### config.mk
export PLATFORM = sky130hd
export DESIGN_NAME = four_counter_timer_unit
export DESIGN_NICKNAME = d
export VERILOG_FILES = /design/src/hw/timer_pkg.sv /design/src/hw/pin_sync.sv /design/src/hw/four_counter_timer_unit.sv
export SDC_FILE = /design/constraint.sdc
export NUM_CORES = 1
export LEC_CHECK = 0
export BUFFER_PORTS_ARGS = -buffer_cell sky130_fd_sc_hd__buf_2
export CAP_MARGIN = 25
export CORE_ASPECT_RATIO = 1.25
export CORE_MARGIN = 10
export CORE_UTILIZATION = 33
export CTS_BUF_LIST = sky130_fd_sc_hd__clkbuf_4 sky130_fd_sc_hd__clkbuf_8
export DETAILED_ROUTE_END_ITERATION = 12
export SETUP_SLACK_MARGIN = 0.5
export SLEW_MARGIN = 40
export SYNTH_ARGS = -nofsm -noshare
export SYNTH_HDL_FRONTEND = slang
export SYNTH_HIERARCHICAL = 1
export SYNTH_SLANG_ARGS = --single-unit
### constraint.sdc
create_clock -name aclk -period 4.7 [get_ports aclk]
set_clock_uncertainty 0.15 [all_clocks]
set_input_delay 0.94 -clock aclk [delete_from_list [all_inputs] [get_ports aclk]]
set_output_delay 0.94 -clock aclk [all_outputs]
set_load 0.05 [all_outputs]
### src/hw/timer_pkg.sv
// How it works
// - Two 16-bit counter/timers behave like the classic 8051 pair.
// - Two more 16-bit auto-reload timers serve as general time bases.
// - Compatible timers: 13-bit, 16-bit, 8-bit reload; split mode on first only.
// - Auto-reload timers run as one 16-bit or two 8-bit reloading timers.
// - Compatible timer clock picked from five sources via select and scale bits.
// - Select bit set counts system clock, else the prescaled clock.
// - Auto-reload clock: system clock, system clock /12, or oscillator /8.
// - Counter operation counts each falling edge of the event input.
// - Events up to a quarter of system clock rate are all counted.
// - Overflows raise interrupt requests, except timer b's while timer a is in split mode.
// - 13-bit mode uses high byte and low five bits; wrap sets flag.
// - Outside split mode, counts only when run set and gate disabled or gate input active.
// - 8-bit reload: low byte wrap sets flag, reloads from high byte.
// - Split: high byte counts internal clock, run by b, sets b flag.
package timer_pkg;

    localparam int unsigned ADDR_W = 5;

    localparam logic [4:0] OFS_CTRL     = 5'h00;
    localparam logic [4:0] OFS_COUNT01  = 5'h04;
    localparam logic [4:0] OFS_ARCTRL   = 5'h08;
    localparam logic [4:0] OFS_ARCOUNT  = 5'h0c;
    localparam logic [4:0] OFS_ARRELOAD = 5'h10;
    localparam logic [4:0] OFS_IRQ_STAT = 5'h14;
    localparam logic [4:0] OFS_IRQ_MASK = 5'h18;

    localparam logic [15:0] RST_CTRL    = 16'h0000;
    localparam logic [7:0]  RST_ARCTRL  = 8'h00;
    localparam logic [15:0] RST_COUNT16 = 16'h0000;
    localparam logic [31:0] RST_WORD    = 32'h0000_0000;

    localparam int unsigned IRQ_W    = 6;
    localparam int unsigned IRQ_A    = 0;
    localparam int unsigned IRQ_B    = 1;
    localparam int unsigned IRQ_C_HI = 2;
    localparam int unsigned IRQ_C_LO = 3;
    localparam int unsigned IRQ_D_HI = 4;
    localparam int unsigned IRQ_D_LO = 5;

    localparam int unsigned PRE_DIV4  = 4;
    localparam int unsigned PRE_DIV12 = 12;
    localparam int unsigned PRE_DIV48 = 48;
    localparam int unsigned EXT_DIV   = 8;

    localparam logic [1:0] RESP_OKAY   = 2'h0;
    localparam logic [1:0] RESP_SLVERR = 2'h2;

    typedef enum logic [1:0] {
        MODE_13BIT, MODE_16BIT, MODE_8BIT_RELOAD, MODE_SPLIT
    } ct_mode_t;

    typedef enum logic [1:0] {
        SCALE_DIV12, SCALE_DIV4, SCALE_DIV48, SCALE_EXT8
    } prescale_t;

    typedef enum logic [1:0] {
        AR_SYSCLK, AR_DIV12, AR_EXT8, AR_OFF
    } ar_clk_t;

    typedef struct packed {
        logic     gate_pol_b;
        logic     gate_pol_a;
        logic     prescale_select_hi;
        logic     prescale_select_lo;
        logic     timer1_sysclk_select;
        logic     timer0_sysclk_select;
        ct_mode_t mode_b;
        ct_mode_t mode_a;
        logic     count_ext_b;
        logic     count_ext_a;
        logic     gate_enable_b;
        logic     gate_enable_a;
        logic     run_bit_b;
        logic     run_bit_a;
    } ct_ctrl_t;

    typedef struct packed {
        ar_clk_t clk_d;
        logic    split_d;
        logic    run_d;
        ar_clk_t clk_c;
        logic    split_c;
        logic    run_c;
    } ar_ctrl_t;

endpackage : timer_pkg

### src/hw/pin_sync.sv
module pin_sync (
    input  wire logic aclk,    // System clock
    input  wire logic aresetn, // Synchronous reset, active low
    input  wire logic pin,     // Asynchronous input pin
    output logic      level,   // Settled level
    output logic      fall,    // One-cycle pulse, high-to-low
    output logic      rise     // One-cycle pulse, low-to-high
);
    logic s1_r;
    logic s2_r;
    logic s3_r;
    logic agree;

    assign agree = (s2_r == s3_r);

    always_ff @(posedge aclk) begin
        if (!aresetn) begin
            s1_r <= 1'h0;
            s2_r <= 1'h0;
            s3_r <= 1'h0;
        end else begin
            s1_r <= pin;
            s2_r <= s1_r;
            s3_r <= s2_r;
        end
    end

    // Two-cycle level hold from the source makes the agree test safe
    always_ff @(posedge aclk) begin
        if (!aresetn) begin
            level <= 1'h0;
            fall  <= 1'h0;
            rise  <= 1'h0;
        end else begin
            fall <= level & agree & ~s3_r;
            rise <= ~level & agree & s3_r;
            if (agree) begin
                level <= s3_r;
            end
        end
    end

endmodule : pin_sync

### src/hw/four_counter_timer_unit.sv
module four_counter_timer_unit #(
    parameter int unsigned ADDR_W = timer_pkg::ADDR_W // Bus address width
) (
    input  wire logic              aclk,    // 200 MHz system clock
    input  wire logic              aresetn, // Synchronous reset, low
    input  wire logic [ADDR_W-1:0] awaddr,  // Write address
    input  wire logic              awvalid, // Write address valid
    output logic                   awready, // Write address ready
    input  wire logic [31:0]       wdata,   // Write data
    input  wire logic [3:0]        wstrb,   // Write byte strobes
    input  wire logic              wvalid,  // Write data valid
    output logic                   wready,  // Write data ready
    output logic [1:0]             bresp,   // Write response
    output logic                   bvalid,  // Write response valid
    input  wire logic              bready,  // Write response ready
    input  wire logic [ADDR_W-1:0] araddr,  // Read address
    input  wire logic              arvalid, // Read address valid
    output logic                   arready, // Read address ready
    output logic [31:0]            rdata,   // Read data
    output logic [1:0]             rresp,   // Read response
    output logic                   rvalid,  // Read data valid
    input  wire logic              rready,  // Read data ready
    input  wire logic event_input_a,         // Event pin, timer a
    input  wire logic event_input_b,         // Event pin, timer b
    input  wire logic external_gate_input_a, // Gate pin, timer a
    input  wire logic external_gate_input_b, // Gate pin, timer b
    input  wire logic ext_osc,               // External oscillator
    output logic      irq                    // Level interrupt, high
);
    import timer_pkg::*;

    initial begin
        if (ADDR_W < 5) begin
            $error("ADDR_W too small for the register map");
        end
    end

    ct_ctrl_t          ctl_r;
    ar_ctrl_t          arc_r;
    logic [15:0]       cnt_a_r, cnt_a_nxt, cnt_b_r, cnt_b_nxt;
    logic [31:0]       reload_r;
    logic [IRQ_W-1:0]  stat_r, mask_r, set_v;
    logic [1:0][15:0]  ar_cnt;
    logic [1:0]        ar_hi, ar_lo;

    // Pin synchronisers: event a, event b, gate a, gate b, oscillator
    logic [4:0] pin_in, pin_lvl, pin_fall, pin_rise;
    assign pin_in = {ext_osc, external_gate_input_b, external_gate_input_a,
                     event_input_b, event_input_a};
    for (genvar k = 0; k < 5; k++) begin : g_sync
        pin_sync u_sync (
            .aclk    (aclk),
            .aresetn (aresetn),
            .pin     (pin_in[k]),
            .level   (pin_lvl[k]),
            .fall    (pin_fall[k]),
            .rise    (pin_rise[k])
        );
    end

    // AXI4-Lite slave
    logic [ADDR_W-1:0] aw_addr_r;
    logic [31:0]       w_data_r;
    logic [3:0]        w_strb_r;
    logic              aw_hold_r, w_hold_r, do_write;

    function automatic logic mapped(input logic [ADDR_W-1:0] a);
        mapped = (a[ADDR_W-1:2] <= OFS_IRQ_MASK[4:2]) && (a[1:0] == 2'h0);
    endfunction : mapped

    function automatic logic [31:0] merge(input logic [31:0] old,
                                          input logic [31:0] nw,
                                          input logic [3:0]  st);
        for (int b = 0; b < 4; b++) begin
            merge[8*b +: 8] = st[b] ? nw[8*b +: 8] : old[8*b +: 8];
        end
    endfunction : merge

    function automatic logic hit(input logic [ADDR_W-1:0] a,
                                 input logic [4:0] ofs);
        hit = (a == ADDR_W'(ofs));
    endfunction : hit

    assign awready  = ~aw_hold_r & ~bvalid;
    assign wready   = ~w_hold_r & ~bvalid;
    assign arready  = ~rvalid;
    assign do_write = aw_hold_r & w_hold_r & ~bvalid;

    always_ff @(posedge aclk) begin
        if (!aresetn) begin
            aw_hold_r <= 1'h0;
            w_hold_r  <= 1'h0;
            aw_addr_r <= '0;
            w_data_r  <= RST_WORD;
            w_strb_r  <= 4'h0;
            bvalid    <= 1'h0;
            bresp     <= RESP_OKAY;
        end else begin
            if (awvalid && awready) begin
                aw_hold_r <= 1'h1;
                aw_addr_r <= awaddr;
            end
            if (wvalid && wready) begin
                w_hold_r <= 1'h1;
                w_data_r <= wdata;
                w_strb_r <= wstrb;
            end
            if (do_write) begin
                aw_hold_r <= 1'h0;
                w_hold_r  <= 1'h0;
                bvalid    <= 1'h1;
                bresp     <= mapped(aw_addr_r) ? RESP_OKAY : RESP_SLVERR;
            end else if (bready) begin
                bvalid <= 1'h0;
            end
        end
    end

    logic wr_ctrl, wr_cnt01, wr_arctrl, wr_arcnt, wr_reload, wr_stat, wr_mask;
    assign wr_ctrl   = do_write & hit(aw_addr_r, OFS_CTRL);
    assign wr_cnt01  = do_write & hit(aw_addr_r, OFS_COUNT01);
    assign wr_arctrl = do_write & hit(aw_addr_r, OFS_ARCTRL);
    assign wr_arcnt  = do_write & hit(aw_addr_r, OFS_ARCOUNT);
    assign wr_reload = do_write & hit(aw_addr_r, OFS_ARRELOAD);
    assign wr_stat   = do_write & hit(aw_addr_r, OFS_IRQ_STAT);
    assign wr_mask   = do_write & hit(aw_addr_r, OFS_IRQ_MASK);

    logic [31:0] cnt01_w, arcnt_w, wm_cnt01, wm_arcnt;
    assign cnt01_w  = {cnt_b_r, cnt_a_r};
    assign arcnt_w  = {ar_cnt[1], ar_cnt[0]};
    assign wm_cnt01 = merge(cnt01_w, w_data_r, w_strb_r);
    assign wm_arcnt = merge(arcnt_w, w_data_r, w_strb_r);

    always_ff @(posedge aclk) begin
        if (!aresetn) begin
            ctl_r    <= ct_ctrl_t'(RST_CTRL);
            arc_r    <= ar_ctrl_t'(RST_ARCTRL);
            reload_r <= RST_WORD;
            mask_r   <= '0;
        end else begin
            if (wr_ctrl) begin
                ctl_r <= ct_ctrl_t'(16'(merge({16'h0000, ctl_r}, w_data_r,
                                              w_strb_r)));
            end
            if (wr_arctrl) begin
                arc_r <= ar_ctrl_t'(w_strb_r[0] ? w_data_r[7:0] : arc_r);
            end
            if (wr_reload) begin
                reload_r <= merge(reload_r, w_data_r, w_strb_r);
            end
            if (wr_mask && w_strb_r[0]) begin
                mask_r <= w_data_r[IRQ_W-1:0];
            end
        end
    end

    always_ff @(posedge aclk) begin
        if (!aresetn) begin
            rvalid <= 1'h0;
            rdata  <= RST_WORD;
            rresp  <= RESP_OKAY;
        end else if (arvalid && arready) begin
            rvalid <= 1'h1;
            rresp  <= mapped(araddr) ? RESP_OKAY : RESP_SLVERR;
            case (araddr[ADDR_W-1:2])
                OFS_CTRL[4:2]:     rdata <= {16'h0000, ctl_r};
                OFS_COUNT01[4:2]:  rdata <= cnt01_w;
                OFS_ARCTRL[4:2]:   rdata <= {24'h000000, arc_r};
                OFS_ARCOUNT[4:2]:  rdata <= arcnt_w;
                OFS_ARRELOAD[4:2]: rdata <= reload_r;
                OFS_IRQ_STAT[4:2]: rdata <= {26'h0, stat_r};
                OFS_IRQ_MASK[4:2]: rdata <= {26'h0, mask_r};
                default:           rdata <= RST_WORD;
            endcase
        end else if (rready) begin
            rvalid <= 1'h0;
        end
    end

    // Time bases: /4 and /48 share one counter, /12 runs apart
    logic [5:0] cnt48_r;
    logic [3:0] cnt12_r;
    logic [2:0] ext_r;
    logic       tick4, tick12, tick48, tick_ext, pre_tick;
    assign tick4    = cnt48_r[1:0] == 2'(PRE_DIV4 - 1);
    assign tick48   = cnt48_r == 6'(PRE_DIV48 - 1);
    assign tick12   = cnt12_r == 4'(PRE_DIV12 - 1);
    assign tick_ext = pin_rise[4] & (ext_r == 3'(EXT_DIV - 1));

    always_ff @(posedge aclk) begin
        if (!aresetn) begin
            cnt48_r <= 6'h00;
            cnt12_r <= 4'h0;
            ext_r   <= 3'h0;
        end else begin
            cnt48_r <= tick48 ? 6'h00 : cnt48_r + 6'h01;
            cnt12_r <= tick12 ? 4'h0 : cnt12_r + 4'h1;
            if (pin_rise[4]) begin
                ext_r <= ext_r + 3'h1;
            end
        end
    end

    always_comb begin
        case (prescale_t'({ctl_r.prescale_select_hi, ctl_r.prescale_select_lo}))
            SCALE_DIV12: pre_tick = tick12;
            SCALE_DIV4:  pre_tick = tick4;
            SCALE_DIV48: pre_tick = tick48;
            SCALE_EXT8:  pre_tick = tick_ext;
            default:     pre_tick = 1'h0;
        endcase
    end

    // Compatible counter/timers a and b
    function automatic logic [16:0] step(input ct_mode_t m,
                                         input logic [15:0] c);
        logic [13:0] v13;
        logic [8:0]  v8;
        v13 = {1'h0, c[15:8], c[4:0]} + 14'h0001;
        v8  = {1'h0, c[7:0]} + 9'h001;
        case (m)
            MODE_13BIT: step = {v13[13], v13[12:5], c[7:5], v13[4:0]};
            MODE_16BIT: step = {1'h0, c} + 17'h00001;
            MODE_8BIT_RELOAD: step = v8[8] ? {1'h1, c[15:8], c[15:8]}
                                           : {1'h0, c[15:8], v8[7:0]};
            default: step = {v8[8], c[15:8], v8[7:0]};
        endcase
    endfunction : step

    logic gate_ok_a, gate_ok_b, int_tick_a, int_tick_b, tick_a, tick_b;
    logic split, en_a, en_ah, en_b, ovf_a, ovf_ah, ovf_b;
    logic [16:0] step_a, step_b;

    assign gate_ok_a  = ~ctl_r.gate_enable_a
                        | (pin_lvl[2] == ctl_r.gate_pol_a);
    assign gate_ok_b  = ~ctl_r.gate_enable_b
                        | (pin_lvl[3] == ctl_r.gate_pol_b);
    assign int_tick_a = ctl_r.timer0_sysclk_select | pre_tick;
    assign int_tick_b = ctl_r.timer1_sysclk_select | pre_tick;
    assign tick_a = ctl_r.count_ext_a ? pin_fall[0] : int_tick_a;
    assign tick_b = ctl_r.count_ext_b ? pin_fall[1] : int_tick_b;
    assign split  = ctl_r.mode_a == MODE_SPLIT;
    assign en_a   = ctl_r.run_bit_a & gate_ok_a & tick_a;
    assign en_ah  = split & ctl_r.run_bit_b & int_tick_a;
    // While a is split, b runs on internal clock and is stopped by mode
    assign en_b   = (ctl_r.mode_b != MODE_SPLIT)
                    & (split ? int_tick_b
                             : ctl_r.run_bit_b & gate_ok_b & tick_b);
    assign step_a = step(ctl_r.mode_a, cnt_a_r);
    assign step_b = step(ctl_r.mode_b, cnt_b_r);

    always_comb begin
        cnt_a_nxt = cnt_a_r;
        ovf_a     = 1'h0;
        ovf_ah    = 1'h0;
        if (en_a) begin
            cnt_a_nxt = step_a[15:0];
            ovf_a     = step_a[16];
        end
        if (en_ah) begin
            {ovf_ah, cnt_a_nxt[15:8]} = {1'h0, cnt_a_r[15:8]} + 9'h001;
        end
    end

    assign cnt_b_nxt = en_b ? step_b[15:0] : cnt_b_r;
    assign ovf_b     = en_b & step_b[16] & ~split;

    // Software write wins over counting in the same cycle
    always_ff @(posedge aclk) begin
        if (!aresetn) begin
            cnt_a_r <= RST_COUNT16;
            cnt_b_r <= RST_COUNT16;
        end else if (wr_cnt01) begin
            cnt_a_r <= wm_cnt01[15:0];
            cnt_b_r <= wm_cnt01[31:16];
        end else begin
            cnt_a_r <= cnt_a_nxt;
            cnt_b_r <= cnt_b_nxt;
        end
    end

    // Auto-reload timers c and d
    logic [1:0]      ar_run, ar_split;
    ar_clk_t [1:0]   ar_clk;
    assign ar_run   = {arc_r.run_d, arc_r.run_c};
    assign ar_split = {arc_r.split_d, arc_r.split_c};
    assign ar_clk[0] = arc_r.clk_c;
    assign ar_clk[1] = arc_r.clk_d;

    for (genvar i = 0; i < 2; i++) begin : g_ar
        logic [15:0] cnt_r, cnt_nxt, rl;
        logic        tk, en;
        assign rl = reload_r[16*i +: 16];
        always_comb begin
            case (ar_clk[i])
                AR_SYSCLK: tk = 1'h1;
                AR_DIV12:  tk = tick12;
                AR_EXT8:   tk = tick_ext;
                default:   tk = 1'h0;
            endcase
        end
        assign en = ar_run[i] & tk;
        always_comb begin
            cnt_nxt  = cnt_r;
            ar_hi[i] = 1'h0;
            ar_lo[i] = 1'h0;
            if (en && !ar_split[i]) begin
                if (cnt_r == 16'hffff) begin
                    cnt_nxt  = rl;
                    ar_hi[i] = 1'h1;
                end else begin
                    cnt_nxt = cnt_r + 16'h0001;
                end
            end else if (en) begin
                for (int h = 0; h < 2; h++) begin
                    if (cnt_r[8*h +: 8] == 8'hff) begin
                        cnt_nxt[8*h +: 8] = rl[8*h +: 8];
                    end else begin
                        cnt_nxt[8*h +: 8] = cnt_r[8*h +: 8] + 8'h01;
                    end
                end
                ar_hi[i] = cnt_r[15:8] == 8'hff;
                ar_lo[i] = cnt_r[7:0] == 8'hff;
            end
        end
        always_ff @(posedge aclk) begin
            if (!aresetn) begin
                cnt_r <= RST_COUNT16;
            end else if (wr_arcnt) begin
                cnt_r <= wm_arcnt[16*i +: 16];
            end else begin
                cnt_r <= cnt_nxt;
            end
        end
        assign ar_cnt[i] = cnt_r;
    end

    // Sticky status; a new event outranks a write-one-to-clear
    always_comb begin
        set_v           = '0;
        set_v[IRQ_A]    = ovf_a;
        set_v[IRQ_B]    = ovf_b | ovf_ah;
        set_v[IRQ_C_HI] = ar_hi[0];
        set_v[IRQ_C_LO] = ar_lo[0];
        set_v[IRQ_D_HI] = ar_hi[1];
        set_v[IRQ_D_LO] = ar_lo[1];
    end

    always_ff @(posedge aclk) begin
        if (!aresetn) begin
            stat_r <= '0;
        end else begin
            stat_r <= (stat_r & ~((wr_stat && w_strb_r[0])
                                  ? w_data_r[IRQ_W-1:0] : '0)) | set_v;
        end
    end

    assign irq = |(stat_r & mask_r);
endmodule : four_counter_timer_unit

==> impl_results.md, run 1 <==
* Net count of the finished layout at 1,742
* Sort of element at the start of the critical path: flip-flop
* Sequential group share of total power at just under 50%
* Standard-cell rows at between 80 and 90
* Antenna violations before repair at 0
* Hold/Removal Path Class: reg2reg
* CTS Root Buffer Type: clkbuf_8
* Starting DRT DRC Count at between 700 and 800
* Via Count at 12,185
* Worst Path Class, Setup: reg2reg
* Peak VDD IR at a little under 0.0002 V
* Cell repeated most along the worst path: ha_1
* Cell Pwr Density at approximately 310 mW/mm2
* Minimum clock period after layout at around 3000 ps
* Final setup fails at 0
* Net switching share of the total power at 25.5%
* Number of setup buffers added after CTS at 0
* Cells resized by post-CTS repair at 0
* Number of buffers between clock root and the deepest sink at 3
* Unrepaired setup endpoints after global routing: no
* Detailed placer's ending HPWL at roughly 32 mm
* Number of global-route vias before repair at between 10,000 and 15,000
* Mean post-synth cell area at between 7 and 8 um2
* Final hold viol count at 0
* CTS clk-pin slew, worst paths at ~60 ps
* Total of hold buffers inserted after clock tree synthesis at 0
* Clock sinks at between 200 and 250
* Slew Limit Fails at 0
* Max-capacitance violation count at 0
* Capturing element type of the critical path: flip-flop
* Number of standard cells after synthesis at roughly 1,600
* Clock share of power at 46.0%
* Total number of yosys warnings at 6
* Signal arrival time at the worst endpoint at 3250 ps
* Synth-to-Final Area Change at 13.0%
* Fraction of layout instances using a drive strength above 1 at ~15%
* Top fanout value on the critical path at 12
* Detail-routed via count per cell at about 5.5
* Result of the run: complete, no violations
* Pre-antenna DRT Iters at 5
* Port bufs at 97
* Floorplan die area at ~0.048 mm2
* Initial core utilization at about 33%
* Leakage Power at 5.55 nW
* Fillers at ~4,000
* Relative contribution of combinational cells to total power at between 5 and 6%
* Required time worst endpoint at roughly 5000 ps
* Sw Pwr at about 1.2 mW
* TritonCTS clock tree: done
* First-pass GRT wire length at a little under 70 mm
* Crit path largest cell delay at 720 ps
* Overflow left after global routing at 0
* Normalized max-slew margin at between 40% and 50%
* RD Place Congestion at about 0.95
* Netlist area before placement at 0.0130 mm2
* Floorplan Core Area at 0.0390 mm2
* H-tree Lvls at 2
* Routed len/inst at 20.2 um
* Die extent in y at around 240 um
* Worst Max-Slew Pin Slew at 874 ps
* I/O Pins at 100
* Pwr Total at between 4 and 5 mW
* Clock buffers created by TritonCTS at 44
* Clk Latency, worst-skew pair at approximately 590 ps
* Remaining DRCs at 0
* Design internal power at about 3.4 mW
* Maximum number of pins on one net before global-route repair at 133
* Slowest cell on the critical path: o32ai_2
* Ordered cell list for the critical path: ha_1, ha_1, a21boi_0, o32ai_2, nand3_1, a31oi_1, nor2_1, a311oi_1, nor4_1
* Number of diodes at 0
* Die width at around 200 um
* F_max at between 300 and 400 MHz
* Total track usage at 17.9%
* Post-DRT Antenna Nets at 0
* Post-route setup TNS at 0 ps
* Register-to-Register Setup Slack at around 1700 ps
* Final period utilization at between 60% and 70%
* Detailed Route WL at around 44 mm
[through the flow]
step	util (%)	hold slack [ps]	cell area (um2)	std cells	setup WS, ps
after floorplan	-	263	13000	1643	2120
after global placement	35.2	275	13700	2123	1550
after detailed placement	35.2	283	13700	2124	1620
after CTS	37.6	296	14700	2199	1780
after global routing	37.7	304	14700	2200	1520
final	37.7	295	14700	2200	1750
[flip-flops by register name, summed over array words and instances, names as in the netlist, 2 cells and up]
register             count
g_sync.u_sync/s3_r       5
cnt48_r                  6
g_sync.u_sync/s2_r       5
g_sync.u_sync/level      5
w_data_r                32
ar_run                   2
rdata                   32
cnt12_r                  4
mask_r                   6
reload_r                32
g_sync.u_sync/s1_r       5
cnt_a_r                 16
aw_addr_r                5
ar_split                 2
ext_r                    3
g_sync.u_sync/fall       2
g_ar.cnt_r              32
stat_r                   6
w_strb_r                 4
ctl_r                   16
ar_clk                   4
cnt_b_r                 16
[power groups by stage]
stage / clock [mW] / combinational, mW / sequential, mW
floorplan: 0 / 0.175 / 2.21
global placement: 0 / 0.251 / 2.25
detailed placement: 0 / 0.255 / 2.25
CTS: 2.15 / 0.256 / 2.20
global route: 2.23 / 0.279 / 2.21
finish: 2.09 / 0.254 / 2.20
[layout by cell type, fill, tap and decap left out, drive strengths merged, types with 8 or more instances in the layout]
cell	count
dfxtp	247
mux2i	90
nor3	23
buf	115
a21boi	10
o211ai	13
clkbuf	67
a311oi	8
nand2b	12
a31oi	18
a21oi	160
a22oi	37
o21ai	109
and4	12
nor2	180
xnor2	24
and2	23
a211oi	18
ha	11
nand3	83
or3	9
and3	13
inv	21
nand2	230
nand4	23
xor2	31
[critical path, delay by kind of cell (launching register included)]
family          cells  cell delay, ps
compound gates      4            1410
simple gates        3             560
flops               1             350
fa+ha+maj           2             350
[cell type report]
class | instances | area, um2 | area share, %
Tap cell | 498 | 623 | 4.24
Timing Repair Buffer | 115 | 661 | 4.49
Sequential cell | 247 | 4940 | 33.6
Clock buffer | 67 | 872 | 5.93
Clock inverter | 8 | 47.5 | 0.323
Multi-Input combinational cell | 1243 | 7460 | 50.8
Inverter | 22 | 90.1 | 0.613
[metal layers]
metal / share of wire [%] / vias to the layer above / wire length [um] / global-route usage [%]
li1: - / 5908 / - / -
met2: 51 / 353 / 22600 / 32.4
met5: 0 / - / 0 / 0
met1: 39 / 5789 / 17400 / 19.6
met4: 5.6 / 0 / 2510 / 10.1
met3: 4.3 / 135 / 1910 / 2.56
[path summary, 6_finish.rpt]
check                   startpoint               endpoint  cells after the start
min          g_sync[0].u_sync/s1_r  g_sync[0].u_sync/s2_r                      1
max                       ext_r[0]      g_ar[0].cnt_r[14]                      9
max reg2reg               ext_r[0]      g_ar[0].cnt_r[14]                      9
min reg2reg  g_sync[0].u_sync/s1_r  g_sync[0].u_sync/s2_r                      1
Note: power is estimated with default switching activity, not from simulation.
==> run 2, diff against run 1 <==
Settings changed: ABC_AREA from default to 1.
Clock period 4.7 ns to 2.5 ns, I/O delays scaled along.
==> impl_results.md, run 2 <==
* Total number of yosys warnings at 6 (unchanged)
* Detailed Route WL at 52.2 mm (was 44.4 mm)
* Pre-antenna DRT Iters at 6 (was 5)
* Maximum number of pins on one net before global-route repair at 57 (was 133)
* Number of standard cells after synthesis at 2,010 (was 1,642)
* CTS clk-pin slew, worst paths at 70 ps (was 60 ps)
* Clk Latency, worst-skew pair at 590 ps (about the same)
* Most frequent cells in the layout: nand2_1, dfxtp_1, o21ai_0 (was dfxtp_1, nand2_1, nor2_1)
* Capturing element type of the critical path: output pin (was flip-flop)
* Fraction of layout instances using a drive strength above 1 at 25.7% (was 14.7%)
* First-pass GRT wire length at 79.0 mm (was 68.4 mm)
* Clock buffers created by TritonCTS at 44 (unchanged)
* Hold/Removal Path Class: in2reg (was reg2reg)
* Die extent in y at 244 um (was 242 um)
* Peak VDD IR at 0.000486 V (was 0.000198 V)
* Most frequent standard cell in the layout excluding fill and tap cells: nand2_1 (was dfxtp_1)
* Post-DRT Antenna Nets at 0 (unchanged)
* Minimum clock period after layout at 2230 ps
* Mean post-synth cell area at 6.61 um2 (was 7.92 um2)
* Floorplan die area at 0.0488 mm2 (was 0.0478 mm2)
* Signal arrival time at the worst endpoint at 1580 ps (was 3250 ps)
* Port bufs at 97 (unchanged)
* Top fanout value on the critical path at 2 (was 12)
* RD Place Congestion at 0.934 (was 0.952)
* Total track usage at 20.4% (was 17.9%)
* Register-to-Register Setup Slack at 340 ps (was 1750 ps)
* Detail-routed via count per cell at 5.34 (was 5.54)
* Max-capacitance violation count at 0 (unchanged)
* Result of the run: complete, no violations (unchanged)
* Sort of element at the start of the critical path: flip-flop (unchanged)
* CTS Root Buffer Type: clkbuf_8 (unchanged)
* Via Count at 14,718 (was 12,185)
* Remaining DRCs at 0 (unchanged)
* H-tree Lvls at 2 (unchanged)
* Instance count after placement with tap cells included at 2,596 (was 2,124)
* Netlist area before placement at 0.0133 mm2 (was 0.0130 mm2)
* Overflow left after global routing at 0 (unchanged)
* Net count of the finished layout at 2,285 (was 1,742)
* Floorplan Core Area at 0.0399 mm2 (was 0.0390 mm2)
* Unrepaired setup endpoints after global routing: yes (was no)
* Routed len/inst at 19.0 um (was 20.2 um)
* Worst Path Class, Setup: reg2out (was reg2reg)
* Number of global-route vias before repair at 13,970 (was 11,786)
* Final hold viol count at 0 (unchanged)
* Non-filler instance count after layout at 2,754 (was 2,200)
* Synth-to-Final Area Change at 32.1% (was 13.0%)
* Number of buffers between clock root and the deepest sink at 3 (unchanged)
* Cell Pwr Density at 537 mW/mm2 (was 309 mW/mm2)
* Final setup fails at 0 (unchanged)
* Final period utilization at ~89%
* Die width at 200 um (was 198 um)
* Required time worst endpoint at 1850 ps (was 5000 ps)
* Normalized max-slew margin at 63.5% (was 41.5%)
* Slew Limit Fails at 0 (unchanged)
* I/O Pins at 100 (unchanged)
* Clock sinks at 247 (unchanged)
* Leakage Power at 7.18 nW (was 5.55 nW)
* TritonCTS clock tree: done (unchanged)
* Initial core utilization at 33.3% (about the same)
* Post-route setup TNS at 0 ps (unchanged)
* Starting DRT DRC Count at 1,124 (was 769)
* Worst Max-Slew Pin Slew at 547 ps (was 874 ps)
* Antenna violations before repair at 0 (unchanged)
* F_max at 449 MHz
* Detailed placer's ending HPWL at 38.0 mm (was 31.9 mm)
* Standard-cell rows at 82 (was 81)
## run 2: cell count changes in the layout (fill, tap and decap cells not counted), moves of 46 or more
cell	change
mux2i_1	-89
o21ai_0	+109
nand2_1	+176
inv_1	+170
buf_4	+68
a21oi_1	+46
## run 2: layout make-up
| cell class | instances | area [um2] |
|---|---|---|
| Inverter | 222 | 875 |
| Sequential cell | 247 | 4990 |
| Fill cell | 4114 | 22400 |
| Clock inverter | 16 | 235 |
| Timing Repair Buffer | 235 | 1880 |
| Antenna cell | 1 | 2.50 |
| Clock buffer | 63 | 811 |
| Multi-Input combinational cell | 1466 | 8140 |
| Tap cell | 504 | 631 |
## run 2: what timing repair did
item                                    4_1_cts  5_1_grt
endpoints found under the setup margin       79      109
gates cloned                                  3        3
endpoints found under the hold margin         7        0
hold buffers                                  8        0
gates resized for setup                     137      227
pin swaps                                    40       77
setup buffers                                36       28
## run 2: path summary, 6_finish.rpt
path | cells past startpoint | end | start
max | 5 | irq | stat_r[1]
min | 3 | w_data_r[9] | wdata[9]
max reg2reg | 12 | g_ar[1].cnt_r[12] | w_hold_r
min reg2reg | 2 | g_sync[3].u_sync/s2_r | g_sync[3].u_sync/s1_r
## run 2: critical path, stage by stage, from the launching register on
cell and delay [ps]:
dfxtp_2 340, inv_2 80, o22ai_2 90, a21oi_2 130, o2111ai_2 160, buf_6 200
## run 2: through the flow
step           utilization (%)  power, mW  hold WS, ps  setup slack, ps  cell area [um2]
2_1_floorplan                -       4.57          240              514            13300
3_3_place_gp              36.5       4.87          246             4.26            14600
3_5_place_dp              36.5       4.88          248             22.6            14600
4_1_cts                   41.5       9.46         3.75              259            16500
5_1_grt                   44.0       9.75         31.1              220            17600
6_report                  44.0       9.42         26.9              271            17600
## run 2: metal layers
| metal | GRT usage, % | vias to the layer above | share of wire (%) |
|---|---|---|---|
| li1 | - | 7094 | - |
| met1 | 23.4 | 6909 | 39 |
| met2 | 35.9 | 555 | 49 |
| met3 | 3.41 | 160 | 6.2 |
| met4 | 9.73 | 0 | 5.2 |
| met5 | 0 | - | 0 |
## run 2: where the power goes
group | internal, mW | total [mW] | leakage, nW | switching [mW]
Combinational | 0.216 | 0.710 | 4.62 | 0.494
Sequential | 4.03 | 4.17 | 2.02 | 0.140
Clock | 2.71 | 4.54 | 0.546 | 1.83
